$ cat src/rtl/ssf_pkg.sv
package ssf_pkg;
    // ****************************************
    // register map, byte address = word index times four
    // ****************************************
    localparam logic [3:0] OFS_S  = 4'h0;
    localparam logic [3:0] OFS_SA = 4'h4;
    localparam logic [3:0] OFS_SB = 4'h8;
    localparam logic [3:0] OFS_SC = 4'hC;
    localparam logic [3:0] OFS_EVT = 4'h0;

    // ****************************************
    // bit positions (reference number minus one)
    // ****************************************
    localparam int B_FIRST     = 0;
    localparam int B_LAST      = 1;
    localparam int B_T10MS     = 2;
    localparam int B_T100MS    = 3;
    localparam int B_T1S       = 4;
    localparam int B_T1MIN     = 5;
    localparam int B_ONE       = 6;
    localparam int B_ZERO      = 7;
    localparam int B_SYS_FULL  = 8;
    localparam int B_IO_FULL   = 9;
    localparam int B_OVR       = 10;
    localparam int B_BGCHK     = 12;
    localparam int B_BATBAD    = 13;
    localparam int B_HATT      = 16;
    localparam int B_HRD       = 17;
    localparam int B_HWR       = 18;
    localparam int B_RCMP      = 19;
    localparam int B_RUNSW     = 21;
    localparam int B_APPF      = 2;
    localparam int B_CFGMM     = 8;
    localparam int B_CPUHW     = 9;
    localparam int B_BATLOW    = 10;
    localparam int B_IOLOST    = 13;
    localparam int B_OPLOST    = 14;
    localparam int B_IOADD     = 18;
    localparam int B_OPADD     = 19;
    localparam int B_OPHW      = 26;
    localparam int B_OPSW      = 30;
    localparam int B_RAMBAD    = 9;
    localparam int B_PWD       = 10;
    localparam int B_CPUSW     = 12;
    localparam int B_STORE     = 13;
    localparam int B_ANY       = 8;
    localparam int B_SYSLOG    = 9;
    localparam int B_IOLOG     = 10;
    localparam int B_SYSPRES   = 11;
    localparam int B_IOPRES    = 12;
    localparam int B_HWSUM     = 13;
    localparam int B_SWSUM     = 14;

    localparam logic [31:0] RST_WORD = 32'h0000_0000;

    // ****************************************
    // timing
    // ****************************************
    localparam int CLK_HZ       = 20_000_000;
    localparam int T10MS_HALF_US = 5_000;
    localparam int TICK_HALF_CYC = CLK_HZ / 1_000_000 * T10MS_HALF_US;
    localparam int DECADE        = 10;
    localparam int MIN_DIV       = 60;
endpackage

$ cat src/rtl/ssf_tick_if.sv
`timescale 1ns/10ps
interface ssf_tick_if;
    logic [3:0] ticks;
    modport gen (output ticks);
    modport use_ (input ticks);
endinterface

$ cat src/rtl/ssf_tick_gen.sv
`timescale 1ns/10ps
module ssf_tick_gen
    import ssf_pkg::*;
#(
    parameter int HALF_CYC = TICK_HALF_CYC
) (
    input  wire logic CLK,
    input  wire logic RST_B,
    ssf_tick_if.gen   tk
);
    // ****************************************
    // base 10 ms half-period prescaler, then two decades and a divide by 60
    // ****************************************
    logic [31:0] pre_q;
    logic [3:0]  d1_q;
    logic [3:0]  d2_q;
    logic [6:0]  d3_q;
    logic [3:0]  t_q;
    wire         pre_end = (pre_q == 32'(HALF_CYC - 1));
    wire         e1 = pre_end && (d1_q == 4'(DECADE - 1));
    wire         e2 = e1 && (d2_q == 4'(DECADE - 1));
    wire         e3 = e2 && (d3_q == 7'(MIN_DIV - 1));

    // toggling on half-period gives equal high and low time
    always_ff @(posedge CLK or negedge RST_B) begin
        if (!RST_B) begin
            pre_q <= 32'h0;
            d1_q  <= 4'h0;
            d2_q  <= 4'h0;
            d3_q  <= 7'h00;
            t_q   <= 4'h0;
        end else begin
            pre_q <= pre_end ? 32'h0 : pre_q + 32'h1;
            if (pre_end) d1_q <= e1 ? 4'h0 : d1_q + 4'h1;
            if (e1) d2_q <= e2 ? 4'h0 : d2_q + 4'h1;
            if (e2) d3_q <= e3 ? 7'h00 : d3_q + 7'h01;
            t_q <= t_q ^ {e3, e2, e1, pre_end}; // RL3 RL23
        end
    end
    assign tk.ticks = t_q;
endmodule

$ cat src/rtl/ssf_bank.sv
// Design decisions made here: the plain strobed port and the register offsets.
`timescale 1ns/10ps
// How it works
// RL1: first-sweep bit is one in the first sweep after start, zero after.
// RL2: last-sweep bit drops from one to zero in the final sweep.
// RL3: tick bits of 10 ms, 100 ms, 1 s and 1 min periods.
// RL4: writes to the read-only word are ignored.
// RL5: table-full bits follow full inputs, cleared on entry removal or clear; only the system-table bit is masked by the clear here.
// RL6: override bit and background-check bit follow their conditions.
// RL7: bad-battery bit refreshed once per sweep.
// RL8: three host bits for serial port one.
// RL9: real-compare bit set on success, cleared on not-a-number operand.
// RL10: run switch bit, one run, zero stop.
// RL11: the three fault words can be read and written by software.
// RL12: application fault set by event, cleared on stop-to-run.
// RL13: mismatch set at power-up or store, cleared at a clean power-up.
// RL14: processor hardware and low-battery bits set by their faults.
// RL15: module-lost bits set on lost communication, cleared by power cycle.
// RL16: module-added bits cleared by power cycle or matching store.
// RL17: option module hardware and software fault bits, cleared by power cycle.
// RL18: corrupt-memory bit set or cleared by power-up memory check.
// RL19: password and processor software bits cleared by system table clear.
// RL20: store-error bit set on failed store, cleared on good store.
// RL21: summary bits set on faults, cleared when both tables empty.
// RL22: per-table logged and present bits, cleared when table empty.
// RL23: ticks have equal high and low times.
// RL24: ticks only change between sweeps.
// RL25: constant one and constant zero bits.
module ssf_bank
    import ssf_pkg::*;
#(
    parameter int HALF_CYC = TICK_HALF_CYC
) (
    input  wire logic        CLK,
    input  wire logic        RST_B,
    input  wire logic [3:0]  ADDR,
    input  wire logic [31:0] WDATA,
    input  wire logic        WR,
    input  wire logic        RD,
    output logic [31:0]      RDATA,
    input  wire logic        SWEEP_END,
    input  wire logic        PROGRAM_STOPPING,
    input  wire logic        POWER_UP,
    input  wire logic        RUN_SWITCH,
    input  wire logic        SYS_TABLE_FULL,
    input  wire logic        IO_TABLE_FULL,
    input  wire logic        SYS_TABLE_CLEAR,
    input  wire logic        SYS_ENTRY_ADDED,
    input  wire logic        IO_ENTRY_ADDED,
    input  wire logic        SYS_TABLE_EMPTY,
    input  wire logic        IO_TABLE_EMPTY,
    input  wire logic        OVERRIDE_EXISTS,
    input  wire logic        BACKGROUND_CHECK,
    input  wire logic        BATTERY_BAD_IN,
    input  wire logic        HOST_ATTACHED,
    input  wire logic        HOST_READ,
    input  wire logic        HOST_WRITE,
    input  wire logic        REAL_CMP_OK,
    input  wire logic        REAL_CMP_NAN,
    input  wire logic        RUN_STARTED,
    input  wire logic        APP_FAULT_EV,
    input  wire logic        CFG_MISMATCH_EV,
    input  wire logic        STORE_DONE_OK,
    input  wire logic        STORE_FAILED_EV,
    input  wire logic        CPU_HW_EV,
    input  wire logic        BAT_LOW_EV,
    input  wire logic        IO_LOST_EV,
    input  wire logic        OPT_LOST_EV,
    input  wire logic        IO_ADDED_EV,
    input  wire logic        OPT_ADDED_EV,
    input  wire logic        OPT_HW_EV,
    input  wire logic        OPT_SW_EV,
    input  wire logic        RAM_BAD_EV,
    input  wire logic        PASSWORD_EV,
    input  wire logic        CPU_SW_EV,
    input  wire logic        HW_FAULT_EV,
    input  wire logic        SW_FAULT_EV,
    output logic [31:0]      STATUS_S
);
    // ****************************************
    // pin synchronisers
    // ****************************************
    localparam int NP = 36;
    // empty inputs idle high, so presence bits stay low while the flops fill
    localparam logic [NP-1:0] SYNC_IDLE = 36'h0_0600_0000;
    logic [NP-1:0] s1_q;
    logic [NP-1:0] s2_q;
    wire  [NP-1:0] pins = {SWEEP_END, PROGRAM_STOPPING, POWER_UP, RUN_SWITCH,
        SYS_TABLE_FULL, IO_TABLE_FULL, SYS_TABLE_CLEAR, SYS_ENTRY_ADDED,
        IO_ENTRY_ADDED, SYS_TABLE_EMPTY, IO_TABLE_EMPTY, OVERRIDE_EXISTS,
        BACKGROUND_CHECK, BATTERY_BAD_IN, HOST_ATTACHED, HOST_READ, HOST_WRITE,
        REAL_CMP_OK, REAL_CMP_NAN, RUN_STARTED, APP_FAULT_EV, CFG_MISMATCH_EV,
        STORE_DONE_OK, STORE_FAILED_EV, CPU_HW_EV, BAT_LOW_EV, IO_LOST_EV,
        OPT_LOST_EV, IO_ADDED_EV, OPT_ADDED_EV, OPT_HW_EV, OPT_SW_EV,
        RAM_BAD_EV, PASSWORD_EV, CPU_SW_EV, HW_FAULT_EV};
    logic sw_s1_q;
    logic sw_s2_q;

    always_ff @(posedge CLK or negedge RST_B) begin
        if (!RST_B) begin
            s1_q    <= SYNC_IDLE;
            s2_q    <= SYNC_IDLE;
            sw_s1_q <= 1'b0;
            sw_s2_q <= 1'b0;
        end else begin
            s1_q    <= pins;
            s2_q    <= s1_q;
            sw_s1_q <= SW_FAULT_EV;
            sw_s2_q <= sw_s1_q;
        end
    end

    wire sweep   = s2_q[35];
    wire stop_s  = s2_q[34];
    wire pup     = s2_q[33];
    wire run_s   = s2_q[32];
    wire sfull   = s2_q[31];
    wire iofull  = s2_q[30];
    wire sclr    = s2_q[29];
    wire sadd    = s2_q[28];
    wire ioadd   = s2_q[27];
    wire sempty  = s2_q[26];
    wire ioempty = s2_q[25];
    wire ovr     = s2_q[24];
    wire bgc     = s2_q[23];
    wire batb    = s2_q[22];
    wire hatt    = s2_q[21];
    wire hrd     = s2_q[20];
    wire hwr     = s2_q[19];
    wire rok     = s2_q[18];
    wire rnan    = s2_q[17];
    wire runst   = s2_q[16];
    wire appf    = s2_q[15];
    wire cfgmm   = s2_q[14];
    wire stok    = s2_q[13];
    wire stfail  = s2_q[12];
    wire cpuhw   = s2_q[11];
    wire batlow  = s2_q[10];
    wire iolost  = s2_q[9];
    wire oplost  = s2_q[8];
    wire ioadded = s2_q[7];
    wire opadded = s2_q[6];
    wire ophw    = s2_q[5];
    wire opsw    = s2_q[4];
    wire rambad  = s2_q[3];
    wire pwd     = s2_q[2];
    wire cpusw   = s2_q[1];
    wire hwev    = s2_q[0];
    wire swev    = sw_s2_q;

    // ****************************************
    // sticky flag helper: set wins over clear
    // ****************************************
    function automatic logic flag(input logic cur, input logic set, input logic clr,
                                  input logic wen, input logic wval);
        logic v;
        v = wen ? wval : cur;
        if (clr) v = 1'b0;
        if (set) v = 1'b1;
        return v;
    endfunction

    // ****************************************
    // tick source and sweep sampling
    // ****************************************
    ssf_tick_if tk ();
    ssf_tick_gen #(.HALF_CYC(HALF_CYC)) u_tick (
        .CLK   (CLK),
        .RST_B (RST_B),
        .tk    (tk.gen)
    );

    logic [3:0] tick_q;
    logic       first_sweep_flag_q;
    logic       last_sweep_flag_q;
    logic       seen_sweep_q;
    logic       battery_bad_q;
    logic       rcmp_q;

    always_ff @(posedge CLK or negedge RST_B) begin
        if (!RST_B) begin
            tick_q             <= 4'h0;
            first_sweep_flag_q <= 1'b1;
            last_sweep_flag_q  <= 1'b1;
            seen_sweep_q       <= 1'b0;
            battery_bad_q      <= 1'b0;
            rcmp_q             <= 1'b0;
        end else begin
            if (sweep) begin
                tick_q             <= tk.ticks;   // RL24
                first_sweep_flag_q <= 1'b0;       // RL1
                battery_bad_q      <= batb;       // RL7
                seen_sweep_q       <= 1'b1;
            end
            if (pup) first_sweep_flag_q <= 1'b1;  // RL1
            last_sweep_flag_q <= !stop_s;         // RL2
            if (rnan) rcmp_q <= 1'b0;             // RL9
            if (rok) rcmp_q <= 1'b1;              // RL9
        end
    end

    logic [31:0] s_word;
    always_comb begin
        s_word            = RST_WORD;
        s_word[B_FIRST]   = first_sweep_flag_q;
        s_word[B_LAST]    = last_sweep_flag_q;
        s_word[B_T10MS]   = tick_q[0];         // RL3
        s_word[B_T100MS]  = tick_q[1];
        s_word[B_T1S]     = tick_q[2];
        s_word[B_T1MIN]   = tick_q[3];
        s_word[B_ONE]     = 1'b1;              // RL25
        s_word[B_ZERO]    = 1'b0;              // RL25
        s_word[B_SYS_FULL] = sfull && !sclr;   // RL5
        s_word[B_IO_FULL] = iofull;            // RL5
        s_word[B_OVR]     = ovr;               // RL6
        s_word[B_BGCHK]   = bgc;               // RL6
        s_word[B_BATBAD]  = battery_bad_q;
        s_word[B_HATT]    = hatt;              // RL8
        s_word[B_HRD]     = hrd;               // RL8
        s_word[B_HWR]     = hwr;               // RL8
        s_word[B_RCMP]    = rcmp_q;
        s_word[B_RUNSW]   = run_s;             // RL10
    end
    assign STATUS_S = s_word;

    // ****************************************
    // writable fault words
    // ****************************************
    wire w_sa = WR && (ADDR == OFS_SA);   // RL4 RL11
    wire w_sb = WR && (ADDR == OFS_SB);
    wire w_sc = WR && (ADDR == OFS_SC);
    // the read-only word has no write decode at all
    wire both_empty = sempty && ioempty;

    logic [31:0] sa_q;
    logic [31:0] sb_q;
    logic [31:0] sc_q;
    logic [31:0] sa_d;
    logic [31:0] sb_d;
    logic [31:0] sc_d;

    always_comb begin
        sa_d = w_sa ? WDATA : sa_q;
        sa_d[B_APPF]   = flag(sa_q[B_APPF], appf, runst, w_sa, WDATA[B_APPF]);      // RL12
        sa_d[B_CFGMM]  = flag(sa_q[B_CFGMM], cfgmm, pup, w_sa, WDATA[B_CFGMM]);     // RL13
        sa_d[B_CPUHW]  = flag(sa_q[B_CPUHW], cpuhw, 1'b0, w_sa, WDATA[B_CPUHW]);    // RL14
        sa_d[B_BATLOW] = flag(sa_q[B_BATLOW], batlow, pup, w_sa, WDATA[B_BATLOW]);  // RL14
        sa_d[B_IOLOST] = flag(sa_q[B_IOLOST], iolost, pup, w_sa, WDATA[B_IOLOST]);  // RL15
        sa_d[B_OPLOST] = flag(sa_q[B_OPLOST], oplost, pup, w_sa, WDATA[B_OPLOST]);  // RL15
        sa_d[B_IOADD]  = flag(sa_q[B_IOADD], ioadded, pup || stok, w_sa, WDATA[B_IOADD]); // RL16
        sa_d[B_OPADD]  = flag(sa_q[B_OPADD], opadded, pup || stok, w_sa, WDATA[B_OPADD]); // RL16
        sa_d[B_OPHW]   = flag(sa_q[B_OPHW], ophw, pup, w_sa, WDATA[B_OPHW]);        // RL17
        sa_d[B_OPSW]   = flag(sa_q[B_OPSW], opsw, pup, w_sa, WDATA[B_OPSW]);        // RL17
        sb_d = w_sb ? WDATA : sb_q;
        // memory check result only applies at power-up
        sb_d[B_RAMBAD] = pup ? rambad : sb_d[B_RAMBAD];                              // RL18
        sb_d[B_PWD]    = flag(sb_q[B_PWD], pwd, sclr, w_sb, WDATA[B_PWD]);           // RL19
        sb_d[B_CPUSW]  = flag(sb_q[B_CPUSW], cpusw, sclr, w_sb, WDATA[B_CPUSW]);     // RL19
        sb_d[B_STORE]  = flag(sb_q[B_STORE], stfail, stok, w_sb, WDATA[B_STORE]);    // RL20
        sc_d = w_sc ? WDATA : sc_q;
        sc_d[B_ANY]    = flag(sc_q[B_ANY], sadd || ioadd || hwev || swev, both_empty,
                              w_sc, WDATA[B_ANY]);                                   // RL21
        sc_d[B_HWSUM]  = flag(sc_q[B_HWSUM], hwev, both_empty, w_sc, WDATA[B_HWSUM]); // RL21
        sc_d[B_SWSUM]  = flag(sc_q[B_SWSUM], swev, both_empty, w_sc, WDATA[B_SWSUM]); // RL21
        sc_d[B_SYSLOG] = flag(sc_q[B_SYSLOG], sadd, sempty, w_sc, WDATA[B_SYSLOG]);  // RL22
        sc_d[B_IOLOG]  = flag(sc_q[B_IOLOG], ioadd, ioempty, w_sc, WDATA[B_IOLOG]);  // RL22
        sc_d[B_SYSPRES] = !sempty;                                                   // RL22
        sc_d[B_IOPRES]  = !ioempty;                                                  // RL22
    end

    always_ff @(posedge CLK or negedge RST_B) begin
        if (!RST_B) begin
            sa_q <= RST_WORD;
            sb_q <= RST_WORD;
            sc_q <= RST_WORD;
        end else begin
            sa_q <= sa_d;
            sb_q <= sb_d;
            sc_q <= sc_d;
        end
    end

    // ****************************************
    // read port, data one cycle after strobe
    // ****************************************
    wire [31:0] rd_mux = (ADDR == OFS_S)  ? s_word :
                         (ADDR == OFS_SA) ? sa_q :
                         (ADDR == OFS_SB) ? sb_q :
                         (ADDR == OFS_SC) ? sc_q : 32'h0000_0000;
    always_ff @(posedge CLK or negedge RST_B) begin
        if (!RST_B) RDATA <= 32'h0000_0000;
        else        RDATA <= RD ? rd_mux : 32'h0000_0000;
    end

    // ****************************************
    // checks
    // ****************************************
    a_ro_write: assert property (@(posedge CLK) disable iff (!RST_B)  // RL4
        WR && ADDR == OFS_S && !appf && !runst |=> sa_q[B_APPF] == $past(sa_q[B_APPF]))
        else $error("read-only write disturbed state");
    a_const_bits: assert property (@(posedge CLK) disable iff (!RST_B)  // RL25
        s_word[B_ONE] && !s_word[B_ZERO]) else $error("constant bits wrong");
    a_tick_stable: assert property (@(posedge CLK) disable iff (!RST_B)  // RL24
        !$past(sweep) |-> $stable(tick_q)) else $error("tick moved mid sweep");
    a_first_clear: assert property (@(posedge CLK) disable iff (!RST_B)  // RL1
        sweep && !pup |=> !first_sweep_flag_q) else $error("first sweep stuck");
    a_bat_sweep: assert property (@(posedge CLK) disable iff (!RST_B)  // RL7
        !sweep |=> $stable(battery_bad_q)) else $error("battery bit moved");
    a_appf_set: assert property (@(posedge CLK) disable iff (!RST_B)  // RL12
        appf |=> sa_q[B_APPF]) else $error("app fault not set");
    a_pres_follow: assert property (@(posedge CLK) disable iff (!RST_B)  // RL22
        !sempty |=> sc_q[B_SYSPRES]) else $error("presence bit wrong");
    a_any_clear: assert property (@(posedge CLK) disable iff (!RST_B)  // RL21
        both_empty && !sadd && !ioadd && !hwev && !swev |=> !sc_q[B_ANY])
        else $error("any-fault not cleared");
    a_store_ok: assert property (@(posedge CLK) disable iff (!RST_B)  // RL20
        stok && !stfail |=> !sb_q[B_STORE]) else $error("store bit not cleared");
    a_rcmp_nan: assert property (@(posedge CLK) disable iff (!RST_B)  // RL9
        rnan && !rok |=> !rcmp_q) else $error("real compare not cleared");
    a_first_set: assert property (@(posedge CLK) disable iff (!RST_B)  // RL1
        pup |=> first_sweep_flag_q) else $error("first sweep not rearmed");
    a_last_follow: assert property (@(posedge CLK) disable iff (!RST_B)  // RL2
        stop_s |=> !last_sweep_flag_q) else $error("last sweep bit not dropped");
    a_cfg_clear: assert property (@(posedge CLK) disable iff (!RST_B)  // RL13
        pup && !cfgmm |=> !sa_q[B_CFGMM]) else $error("mismatch bit not cleared");
    a_cpuhw_set: assert property (@(posedge CLK) disable iff (!RST_B)  // RL14
        cpuhw |=> sa_q[B_CPUHW]) else $error("processor fault not set");
    a_lost_set: assert property (@(posedge CLK) disable iff (!RST_B)  // RL15
        iolost |=> sa_q[B_IOLOST]) else $error("module lost not set");
    a_added_clear: assert property (@(posedge CLK) disable iff (!RST_B)  // RL16
        stok && !ioadded |=> !sa_q[B_IOADD]) else $error("module added not cleared");
    a_opt_set: assert property (@(posedge CLK) disable iff (!RST_B)  // RL17
        opsw |=> sa_q[B_OPSW]) else $error("option software fault not set");
    a_ram_check: assert property (@(posedge CLK) disable iff (!RST_B)  // RL18
        pup |=> sb_q[B_RAMBAD] == $past(rambad)) else $error("memory check bit wrong");
    a_pwd_clear: assert property (@(posedge CLK) disable iff (!RST_B)  // RL19
        sclr && !pwd |=> !sb_q[B_PWD]) else $error("password bit not cleared");
    a_log_clear: assert property (@(posedge CLK) disable iff (!RST_B)  // RL22
        sempty && !sadd |=> !sc_q[B_SYSLOG]) else $error("logged bit not cleared");
    c_sweep:  cover property (@(posedge CLK) disable iff (!RST_B) sweep ##1 sweep);
    c_appf:   cover property (@(posedge CLK) disable iff (!RST_B) appf ##[1:5] runst);
    c_wr_sc:  cover property (@(posedge CLK) disable iff (!RST_B) w_sc);
    c_ram:    cover property (@(posedge CLK) disable iff (!RST_B) pup && rambad);
endmodule

$ cat config.mk
export PLATFORM = sky130hd
export DESIGN_NAME = ssf_bank
export DESIGN_NICKNAME = d
export VERILOG_FILES = /design/src/rtl/ssf_pkg.sv /design/src/rtl/ssf_tick_if.sv /design/src/rtl/ssf_tick_gen.sv /design/src/rtl/ssf_bank.sv
export SDC_FILE = /design/constraint.sdc
export NUM_CORES = 1
export LEC_CHECK = 0
export ABC_AREA = 1
export BUFFER_PORTS_ARGS = -buffer_cell sky130_fd_sc_hd__buf_4
export CAP_MARGIN = 30
export CORE_ASPECT_RATIO = 1.5
export CORE_UTILIZATION = 55
export DETAILED_ROUTE_END_ITERATION = 10
export PLACE_DENSITY_LB_ADDON = 0.15
export RECOVER_POWER = 100
export SETUP_SLACK_MARGIN = 0.5
export SYNTH_ARGS = -nofsm -noshare
export SYNTH_HDL_FRONTEND = slang
export SYNTH_SLANG_ARGS = --single-unit
$ cat constraint.sdc
create_clock -name CLK -period 1.7 [get_ports CLK]
set_input_delay 0.17 -clock CLK [delete_from_list [all_inputs] [get_ports CLK]]
set_output_delay 0.17 -clock CLK [all_outputs]
set_load 0.05 [all_outputs]
==> out/qor.yml, run 1 <==
worst_hold_path:
  holdPathStages: 3
  whs_endpoint: "RDATA[15]$_DFF_PN0_"
  worst_hold_path_type: "input pin to flip-flop"
  worstHoldStart: "RD"
final_layout:
  final_common_cell: "dfrtp_1"
  fillerInstances: 1308
  layout-area-overhead-vs-synth_pct: 35.3
  final_cell_area_sq_um: 14600
  insertedDiodeCount: 0
  mostFrequentLayoutCells: "dfrtp_1 (240), nand2_1 (235), inv_1 (131)"
  finalNetCount: 1512
  layout-drive-gt1-share_pct: 28.7
global_routing:
  grt_first_pass_wirelength_um: 45700
  grt_antenna_before_repair: 0
  number_of_global_route_vias_before_repair: 9100
  track_usage_pct: 29.7
  gr-total-overflow: 0
  largest_net_degree_at_the_start_of_global_routing: 54
clocking:
  cts.path.max_buffers: 3
  clock_tree.htree_level_count: 1
  clkSinkCount: 261
  clk_root_buffer_cell: "clkbuf_16"
  number_of_buffers_created_by_cts: 24
  cts_tree: "yes"
  clkLatencyLatePin_ns: 0.53
  clk_transition_reported_paths_ns: 0.06
placement:
  routabilityCongestion: 0.931
  hpwlAfterDp_um: 17700
  port_buffers: 124
  placed_area_sq_um: 12200
timing:
  final_hold_viol_count: 0
  max_freq_ghz: 0.602
  setup_repair_after_global_routing_missed_its_margin: "yes"
  skew_ns: 0.0240
  setup-violations-final: 0
  tightestPinTransition_ns: 0.741
  finalWorstPathRequiredPeriod_ns: 1.66
  slew_headroom_pct: 50.6
  timing.hold.ws_ns: 0.0654
  min_period_over_period_pct: 97.8
  timing_max_transition_violations_final: 0
setup_path:
  crit_path_end_kind: "flip-flop"
  critical_path.max_fanout: 6
  timing.critical_path.arrival_ns: 2.06
  r2r_start: "u_tick.pre_q[5]$_DFF_PN0_"
  regToRegEndpoint: "u_tick.pre_q[29]$_DFF_PN0_"
  timing.reg2reg.setup_slack_ns: 0.04
  critPathLaunchType: "flip-flop"
  worst-r2r-cell-count: 7
  critPathKind: "flip-flop to flip-flop"
  cp.required_ns: 2.10
floorplan:
  start_util_pct: 56.3
  die_area_sq_um: 20200
  io_pins: 141
  fp.dieH_um: 173
  row_count: 62
  core_area_sq_um: 19200
  die_w_um: 116
power:
  p_total_mw: 13.9
  irDropWorstVdd_mv: 0.912
  power.density_nw_per_um2: 952
  static-leakage-power_nw: 7.48
detailed_routing:
  vias: 8887
  dr.pass1.iters: 5
  first_iter_violations: 661
  wl_cell_um: 17.6
  detail-route-antenna-nets: 0
  finalWirelength_um: 30000
  detail_route.vias_per_cell: 5.22
  dr_drc_count: 0
logic_synthesis:
  ys_async_sr_fraction_pct: 100
  synth.top_cell.area_share_pct: 59.2
  syn_area_sq_um: 10800
  syn_avg_cell_area_sq_um: 9.42
  count_of_flip_flops_with_a_built_in_enable_after_synthesis: 0
  top_area_cells_in_the_synthesized_netlist: "dfrtp_1 (59%), nand2_1 (9.6%), inv_1 (5.0%), o21ai_0 (4.5%), nor2_1 (2.9%)"
  post-synth-top-area-cell: "dfrtp_1"
  synthesis.yosys.warnings: 0
  synth.distinct_cells: 40
  synth_seq_cells: 261
  syn_inst: 1145
  synth.yosys.seq_area_share_pct: 60.7
  synth-main-ff-cell: "dfrtp_1"
job:
  max-cap-violations: 0
status:
  status: "finished, final reports clean"
[where the power goes]
part | leakage (nW) | internal, mW | switching (mW)
Combinational | 3.82 | 0.502 | 0.803
Clock | 0.411 | 3.26 | 2.31
Sequential | 3.25 | 6.74 | 0.270
Total | 7.48 | 10.5 | 3.38
[logic make-up after synthesis]
| kind of cell | Yosys count | synth area share [%] |
|---|---|---|
| AO/OA/AOI/OAI | 184 | 9.38 |
| XOR/XNOR | 34 | 2.76 |
| adder cells (fa/ha/maj) | 6 | 0.696 |
| buffers and inverters | 213 | 8.97 |
| flip-flops | 261 | 60.7 |
| multiplexers | 3 | 0.313 |
| other | 2 | 0.0697 |
| AND/OR/NAND/NOR | 442 | 17.2 |
[synth_stat cells (2+ instances only)]
library cell and count:
conb_1 2, or2_2 3, o21ai_0 96, o21bai_1 11, nand3_1 41, dfrtp_1 255, inv_1 144, buf_4 30
buf_2 13, nor3_1 16, o22ai_1 2, buf_6 5, a31oi_1 20, a22o_1 2, nor3_2 2, nor2_2 7
xnor2_1 4, a21oi_1 23, o21ai_1 22, nand3_2 2, nand4_1 4, a211oi_1 2, clkbuf_1 12, nor2_4 4
nand2_1 277, ha_1 6, xor2_1 30, mux2_2 3, inv_2 6, dfstp_2 6, o41ai_1 5, nor2_1 82
[registers in the layout, indices dropped and copies added, names as in the netlist]
name                cells
s1_q                   36
s2_q                   36
RDATA                  32
sa_q                   32
sb_q                   32
sc_q                   32
u_tick.pre_q           32
u_tick.d3_q             7
tick_q                  4
u_tick.d1_q             4
u_tick.d2_q             4
u_tick.tk.ticks         4
battery_bad_q           1
first_sweep_flag_q      1
last_sweep_flag_q       1
rcmp_q                  1
sw_s1_q                 1
sw_s2_q                 1
[stage by stage]
stage / setup TNS, ns / std cells / worst slack, ns / util, %
after detailed placement: 0 / 1515 / 0.0600 / 63.8
final: 0 / 1701 / 0.0379 / 76.1
after global placement: 0 / 1515 / 0.0983 / 63.8
after CTS: 0 / 1681 / 0.162 / 77.2
after global routing: -0.0950 / 1701 / -0.0396 / 76.1
after floorplan: 0 / 1159 / 0.317 / -
[worst max-delay path, stage by stage, from the launching register on]
cell	delay, ns
dfrtp_2	0.48
nand2_2	0.13
nor2_2	0.24
nand2_2	0.16
nor2_4	0.23
nand2_2	0.08
xor2_1	0.16
inv_1	0.06
[layer usage]
| metal | wire length (um) | share of wire (%) | up-vias | track usage, % |
|---|---|---|---|---|
| li1 | - | - | 4125 | - |
| met1 | 10900 | 36 | 4325 | 34.3 |
| met2 | 16200 | 54 | 327 | 53.3 |
| met3 | 1320 | 4.4 | 110 | 3.53 |
| met4 | 1610 | 5.4 | 0 | 14.3 |
| met5 | 0 | 0 | - | 0 |
[layout make-up]
class	count	area [sq um]	share of cell area, %
timing repair buffer	305	2420	16.6
multi-input combinational	685	3890	26.7
sequential	261	6560	44.9
clock inverter	11	141	0.969
inverter	152	581	3.98
clock buffer	31	677	4.64
tap	256	320	2.20
[worst max-delay path by stage]
| stage | startpoint | end | slack (ns) | depth (start not counted) |
|---|---|---|---|---|
| 2_1_floorplan | u_tick.pre_q[0]$_DFF_PN0_ | u_tick.tk.ticks[3]$_DFF_PN0_ | 0.32 | 10 |
| 3_3_place_gp | u_tick.pre_q[0]$_DFF_PN0_ | u_tick.d3_q[0]$_DFFE_PN0P_ | 0.1 | 10 |
| 3_5_place_dp | u_tick.pre_q[0]$_DFF_PN0_ | u_tick.d3_q[1]$_DFFE_PN0P_ | 0.06 | 10 |
| 4_1_cts | u_tick.pre_q[0]$_DFF_PN0_ | u_tick.pre_q[9]$_DFF_PN0_ | 0.16 | 10 |
| 5_1_grt | u_tick.pre_q[5]$_DFF_PN0_ | u_tick.pre_q[21]$_DFF_PN0_ | -0.04 | 6 |
| 6_report | u_tick.pre_q[5]$_DFF_PN0_ | u_tick.pre_q[29]$_DFF_PN0_ | 0.04 | 7 |
[what timing repair did]
item | CTS | global route
hold buffers | 70 | 0
gates resized for setup | 195 | 69
pin swaps | 66 | 49
hold endpoints to repair | 281 | 0
buffers inserted | 54 | 20
setup endpoints to repair | 101 | 100
(Power assumes the default switching activity.)
==> inputs of run 2 (changes only) <==
--- a/config.mk
+++ b/config.mk
@@ -5,12 +5,12 @@
 export SDC_FILE = /design/constraint.sdc
 export NUM_CORES = 1
 export LEC_CHECK = 0
-export ABC_AREA = 1
 export BUFFER_PORTS_ARGS = -buffer_cell sky130_fd_sc_hd__buf_4
 export CAP_MARGIN = 30
 export CORE_ASPECT_RATIO = 1.5
 export CORE_UTILIZATION = 55
 export DETAILED_ROUTE_END_ITERATION = 10
+export GPL_ROUTABILITY_DRIVEN = 0
 export PLACE_DENSITY_LB_ADDON = 0.15
 export RECOVER_POWER = 100
 export SETUP_SLACK_MARGIN = 0.5
==> run 2 against run 1 <==
Against the previous run:
- the run now ends with max-capacitance violations, negative setup slack left
- utilization is 7.4 points higher
- highest routed layer unchanged
- global-route usage down 0.45 points
- synthesized cell count fell by 37%
==> out/qor.yml, run 2 <==
logic_synthesis:
  synth.top_cell.area_share_pct: 62.0  # +2.8 points
  syn_avg_cell_area_sq_um: 14.2  # +51%
  top_area_cells_in_the_synthesized_netlist: "dfrtp_1 (62%), mux2_2 (11%), mux4_2 (3.5%), buf_4 (2.0%), mux2i_1 (1.9%)"
  syn_area_sq_um: 10300  # -4.5%
  synth.most_common_cell: "dfrtp_1"
  synth_seq_cells: 261  # unchanged
  syn_inst: 726  # -37%
  ys_async_sr_fraction_pct: 100  # unchanged
  synth-main-ff-cell: "dfrtp_1"
  post-synth-top-area-cell: "dfrtp_1"
  synth.yosys.seq_area_share_pct: 63.5  # +2.9 points
  synthesis.yosys.warnings: 0  # unchanged
  synth.distinct_cells: 50  # +25%
  count_of_flip_flops_with_a_built_in_enable_after_synthesis: 0  # unchanged
  yosys-top-cells-count: "dfrtp_1 (255), mux2_2 (102), nor2_1 (36), buf_4 (27), and3_1 (22)"
clocking:
  number_of_buffers_created_by_cts: 24  # unchanged
  clk_transition_reported_paths_ns: 0.07  # about the same
  cts.path.max_buffers: 3  # unchanged
  clk_root_buffer_cell: "clkbuf_16"
  cts_tree: "yes"
  clkLatencyLatePin_ns: 0.53  # about the same
  clkSinkCount: 261  # unchanged
  clock_tree.htree_level_count: 1  # unchanged
setup_path:
  crit_path_end_kind: "flip-flop"
  critPathKind: "flip-flop to flip-flop"
  path_cells: "nor4_2, nand3_1, buf_6, buf_6, o41ai_4, o31ai_4"
  timing.critical_path.arrival_ns: 2.46  # +0.40 ns
  critical_path.max_fanout: 7  # +1
  worst_path_slowest_cell: "o41ai_4"
  critPathLaunchType: "flip-flop"
  cp_common_cell: "buf_6"
  crit_path_max_incr_delay_ns: 0.49  # about the same
  cp.required_ns: 2.08  # -0.02 ns
placement:
  worst_slack_placed_ns: -0.328  # -0.388 ns
  port_buffers: 124  # unchanged
  numPlacedInstances: 1142  # -25%
  hpwlAfterDp_um: 16700  # -6.0%
global_routing:
  gr-total-overflow: 0  # unchanged
  track_usage_pct: 29.2  # -0.45 points
  grt_first_pass_wirelength_um: 43300  # -5.4%
  largest_net_degree_at_the_start_of_global_routing: 66  # +22%
  grt_antenna_before_repair: 0  # unchanged
  number_of_global_route_vias_before_repair: 8095  # -11%
final_layout:
  insertedDiodeCount: 0  # unchanged
  layout-drive-gt1-share_pct: 46.9  # +18 points
  finalNonFillerCells: 1300  # -24%
  mostFrequentLayoutCells: "dfrtp_1 (248), buf_4 (115), buf_6 (76)"
  fillerInstances: 877  # -33%
  biggestRegsByFlops: "s1_q: 36 flops, s2_q: 36 flops"
  finalNetCount: 1117  # -26%
  layout-area-overhead-vs-synth_pct: 47.4
  final_common_cell: "dfrtp_1"
timing:
  max_freq_ghz: 0.479  # -20%
  slew_headroom_pct: 0.401  # -50 points
  min_period_over_period_pct: 123  # +25 points
  final_hold_viol_count: 0  # unchanged
  timing_max_transition_violations_final: 0  # unchanged
  skew_ns: 0.0214  # -0.00260 ns
  finalWorstPathRequiredPeriod_ns: 2.09  # +0.427 ns
  setup_repair_after_global_routing_missed_its_margin: "yes"
  fin_ws_ns: -0.389  # -0.427 ns
  setup-violations-final: 44  # +44
  tightestPinTransition_ns: 1.49  # +0.753 ns
power:
  irDropWorstVdd_mv: 0.673  # -26%
  power.density_nw_per_um2: 985  # +3.5%
  static-leakage-power_nw: 7.44  # -0.54%
floorplan:
  die_area_sq_um: 19300  # -4.4%
  fp.dieH_um: 170  # -2.2%
  row_count: 60  # -3.2%
  die_w_um: 114  # -2.2%
  io_pins: 141  # unchanged
  core_area_sq_um: 18200  # -5.2%
  start_util_pct: 56.7  # +0.41 points
detailed_routing:
  first_iter_violations: 397  # -40%
  finalWirelength_um: 30100  # +0.60%
  dr_drc_count: 0  # unchanged
  dr.pass1.iters: 5  # unchanged
  detail_route.vias_per_cell: 5.62  # +7.6%
  detail-route-antenna-nets: 0  # unchanged
  vias: 7306  # -18%
  wl_cell_um: 23.2  # +32%
status:
  status: "finished with violations"
  failed_checks: "max-capacitance violations, negative setup slack"
job:
  max-cap-violations: 1  # +1
worst_hold_path:
  worst_hold_path_type: "input pin to flip-flop"
-- run 2: cell types whose count changed after synthesis, sizes merged, moves of 16 or more --
cell   previous run  this run
a21oi            23         2
a31oi            20         2
and3              0        22
inv             150        15
mux2              3       103
mux2i             0        20
mux4              0        16
nand2           278        15
nand3            44        19
nor2             93        36
o21ai           118         5
-- run 2: worst paths after layout --
check,cells after the start,end,from,slack [ns]
min in group asynchronous,2,RDATA[8]$_DFF_PN0_,RST_B,0.57
worst min-delay path,3,RDATA[11]$_DFF_PN0_,ADDR[3],0.02
worst min register to register,0,s2_q[33]$_DFF_PN0_,s1_q[33]$_DFF_PN0_,0.34
worst max register to register,6,u_tick.d3_q[4]$_DFFE_PN0P_,u_tick.pre_q[30]$_DFF_PN0_,-0.39
max in group asynchronous,3,tick_q[0]$_DFFE_PN0P_,RST_B,0.09
worst max-delay path,6,u_tick.d3_q[4]$_DFFE_PN0P_,u_tick.pre_q[30]$_DFF_PN0_,-0.39
-- run 2: layout make-up --
class                   instances  area, sq um  area share (%)
repair buffers                331         3140            20.7
multi-input cells             401         4240            27.9
well taps                     248          310            2.04
clock inverters                15          219            1.44
clock buffers                  29          669            4.41
inverters                      15         56.3           0.371
flip-flops and latches        261         6550            43.1
-- run 2: cells by family after synthesis --
kind of cell | Yosys count | synth area share [%]
AO/OA/AOI/OAI | 58 | 4.17
XOR/XNOR | 32 | 2.72
adder cells (fa/ha/maj) | 6 | 0.729
buffers and inverters | 78 | 4.00
flip-flops | 261 | 63.5
multiplexers | 139 | 16.7
other | 2 | 0.0729
AND/OR/NAND/NOR | 150 | 8.06
-- run 2: critical path: cells and delay by family (launching register included) --
kind / cells / cell delay [ns]
AO/OA/AOI/OAI: 2 / 0.63
buffers and inverters: 2 / 0.34
flip-flops: 1 / 0.40
AND/OR/NAND/NOR: 2 / 0.55
-- run 2: layer usage --
layer / vias up / track usage [%] / wire (um)
li1: 3131 / - / -
met1: 3843 / 32.2 / 10700
met2: 243 / 56.1 / 17100
met3: 89 / 3.82 / 1130
met4: 0 / 11.2 / 1240
met5: - / 0 / 0
-- run 2: where the power goes --
group,total (mW),switching [mW],internal (mW)
Clock,6.03,2.45,3.58
Combinational,1.79,0.812,0.981
Sequential,7.13,0.347,6.79
Total,15.0,3.61,11.3
-- run 2: stage by stage --
step	hold slack (ns)	setup TNS [ns]	total power [mW]	utilization, %	instance area, sq um
CTS	0.00948	-2.57	15.0	82.0	14900
finish	0.0238	-7.64	15.0	83.6	15200
floorplan	-0.126	-0.494	8.29	-	10900
global route	0.0312	-28.49	15.4	83.6	15200
global placement	0.124	-3.64	8.76	68.3	12400
detailed placement	0.129	-4.79	8.87	68.3	12400
-- run 2: timing repair --
item | 4_1_cts | 5_1_grt
gates cloned | 1 | 1
setup endpoints to repair | 99 | 106
resized for setup | 157 | 57
setup buffers | 25 | 17
hold buffers | 70 | 0
endpoints found under the hold margin | 303 | 0
pin swaps | 27 | 44
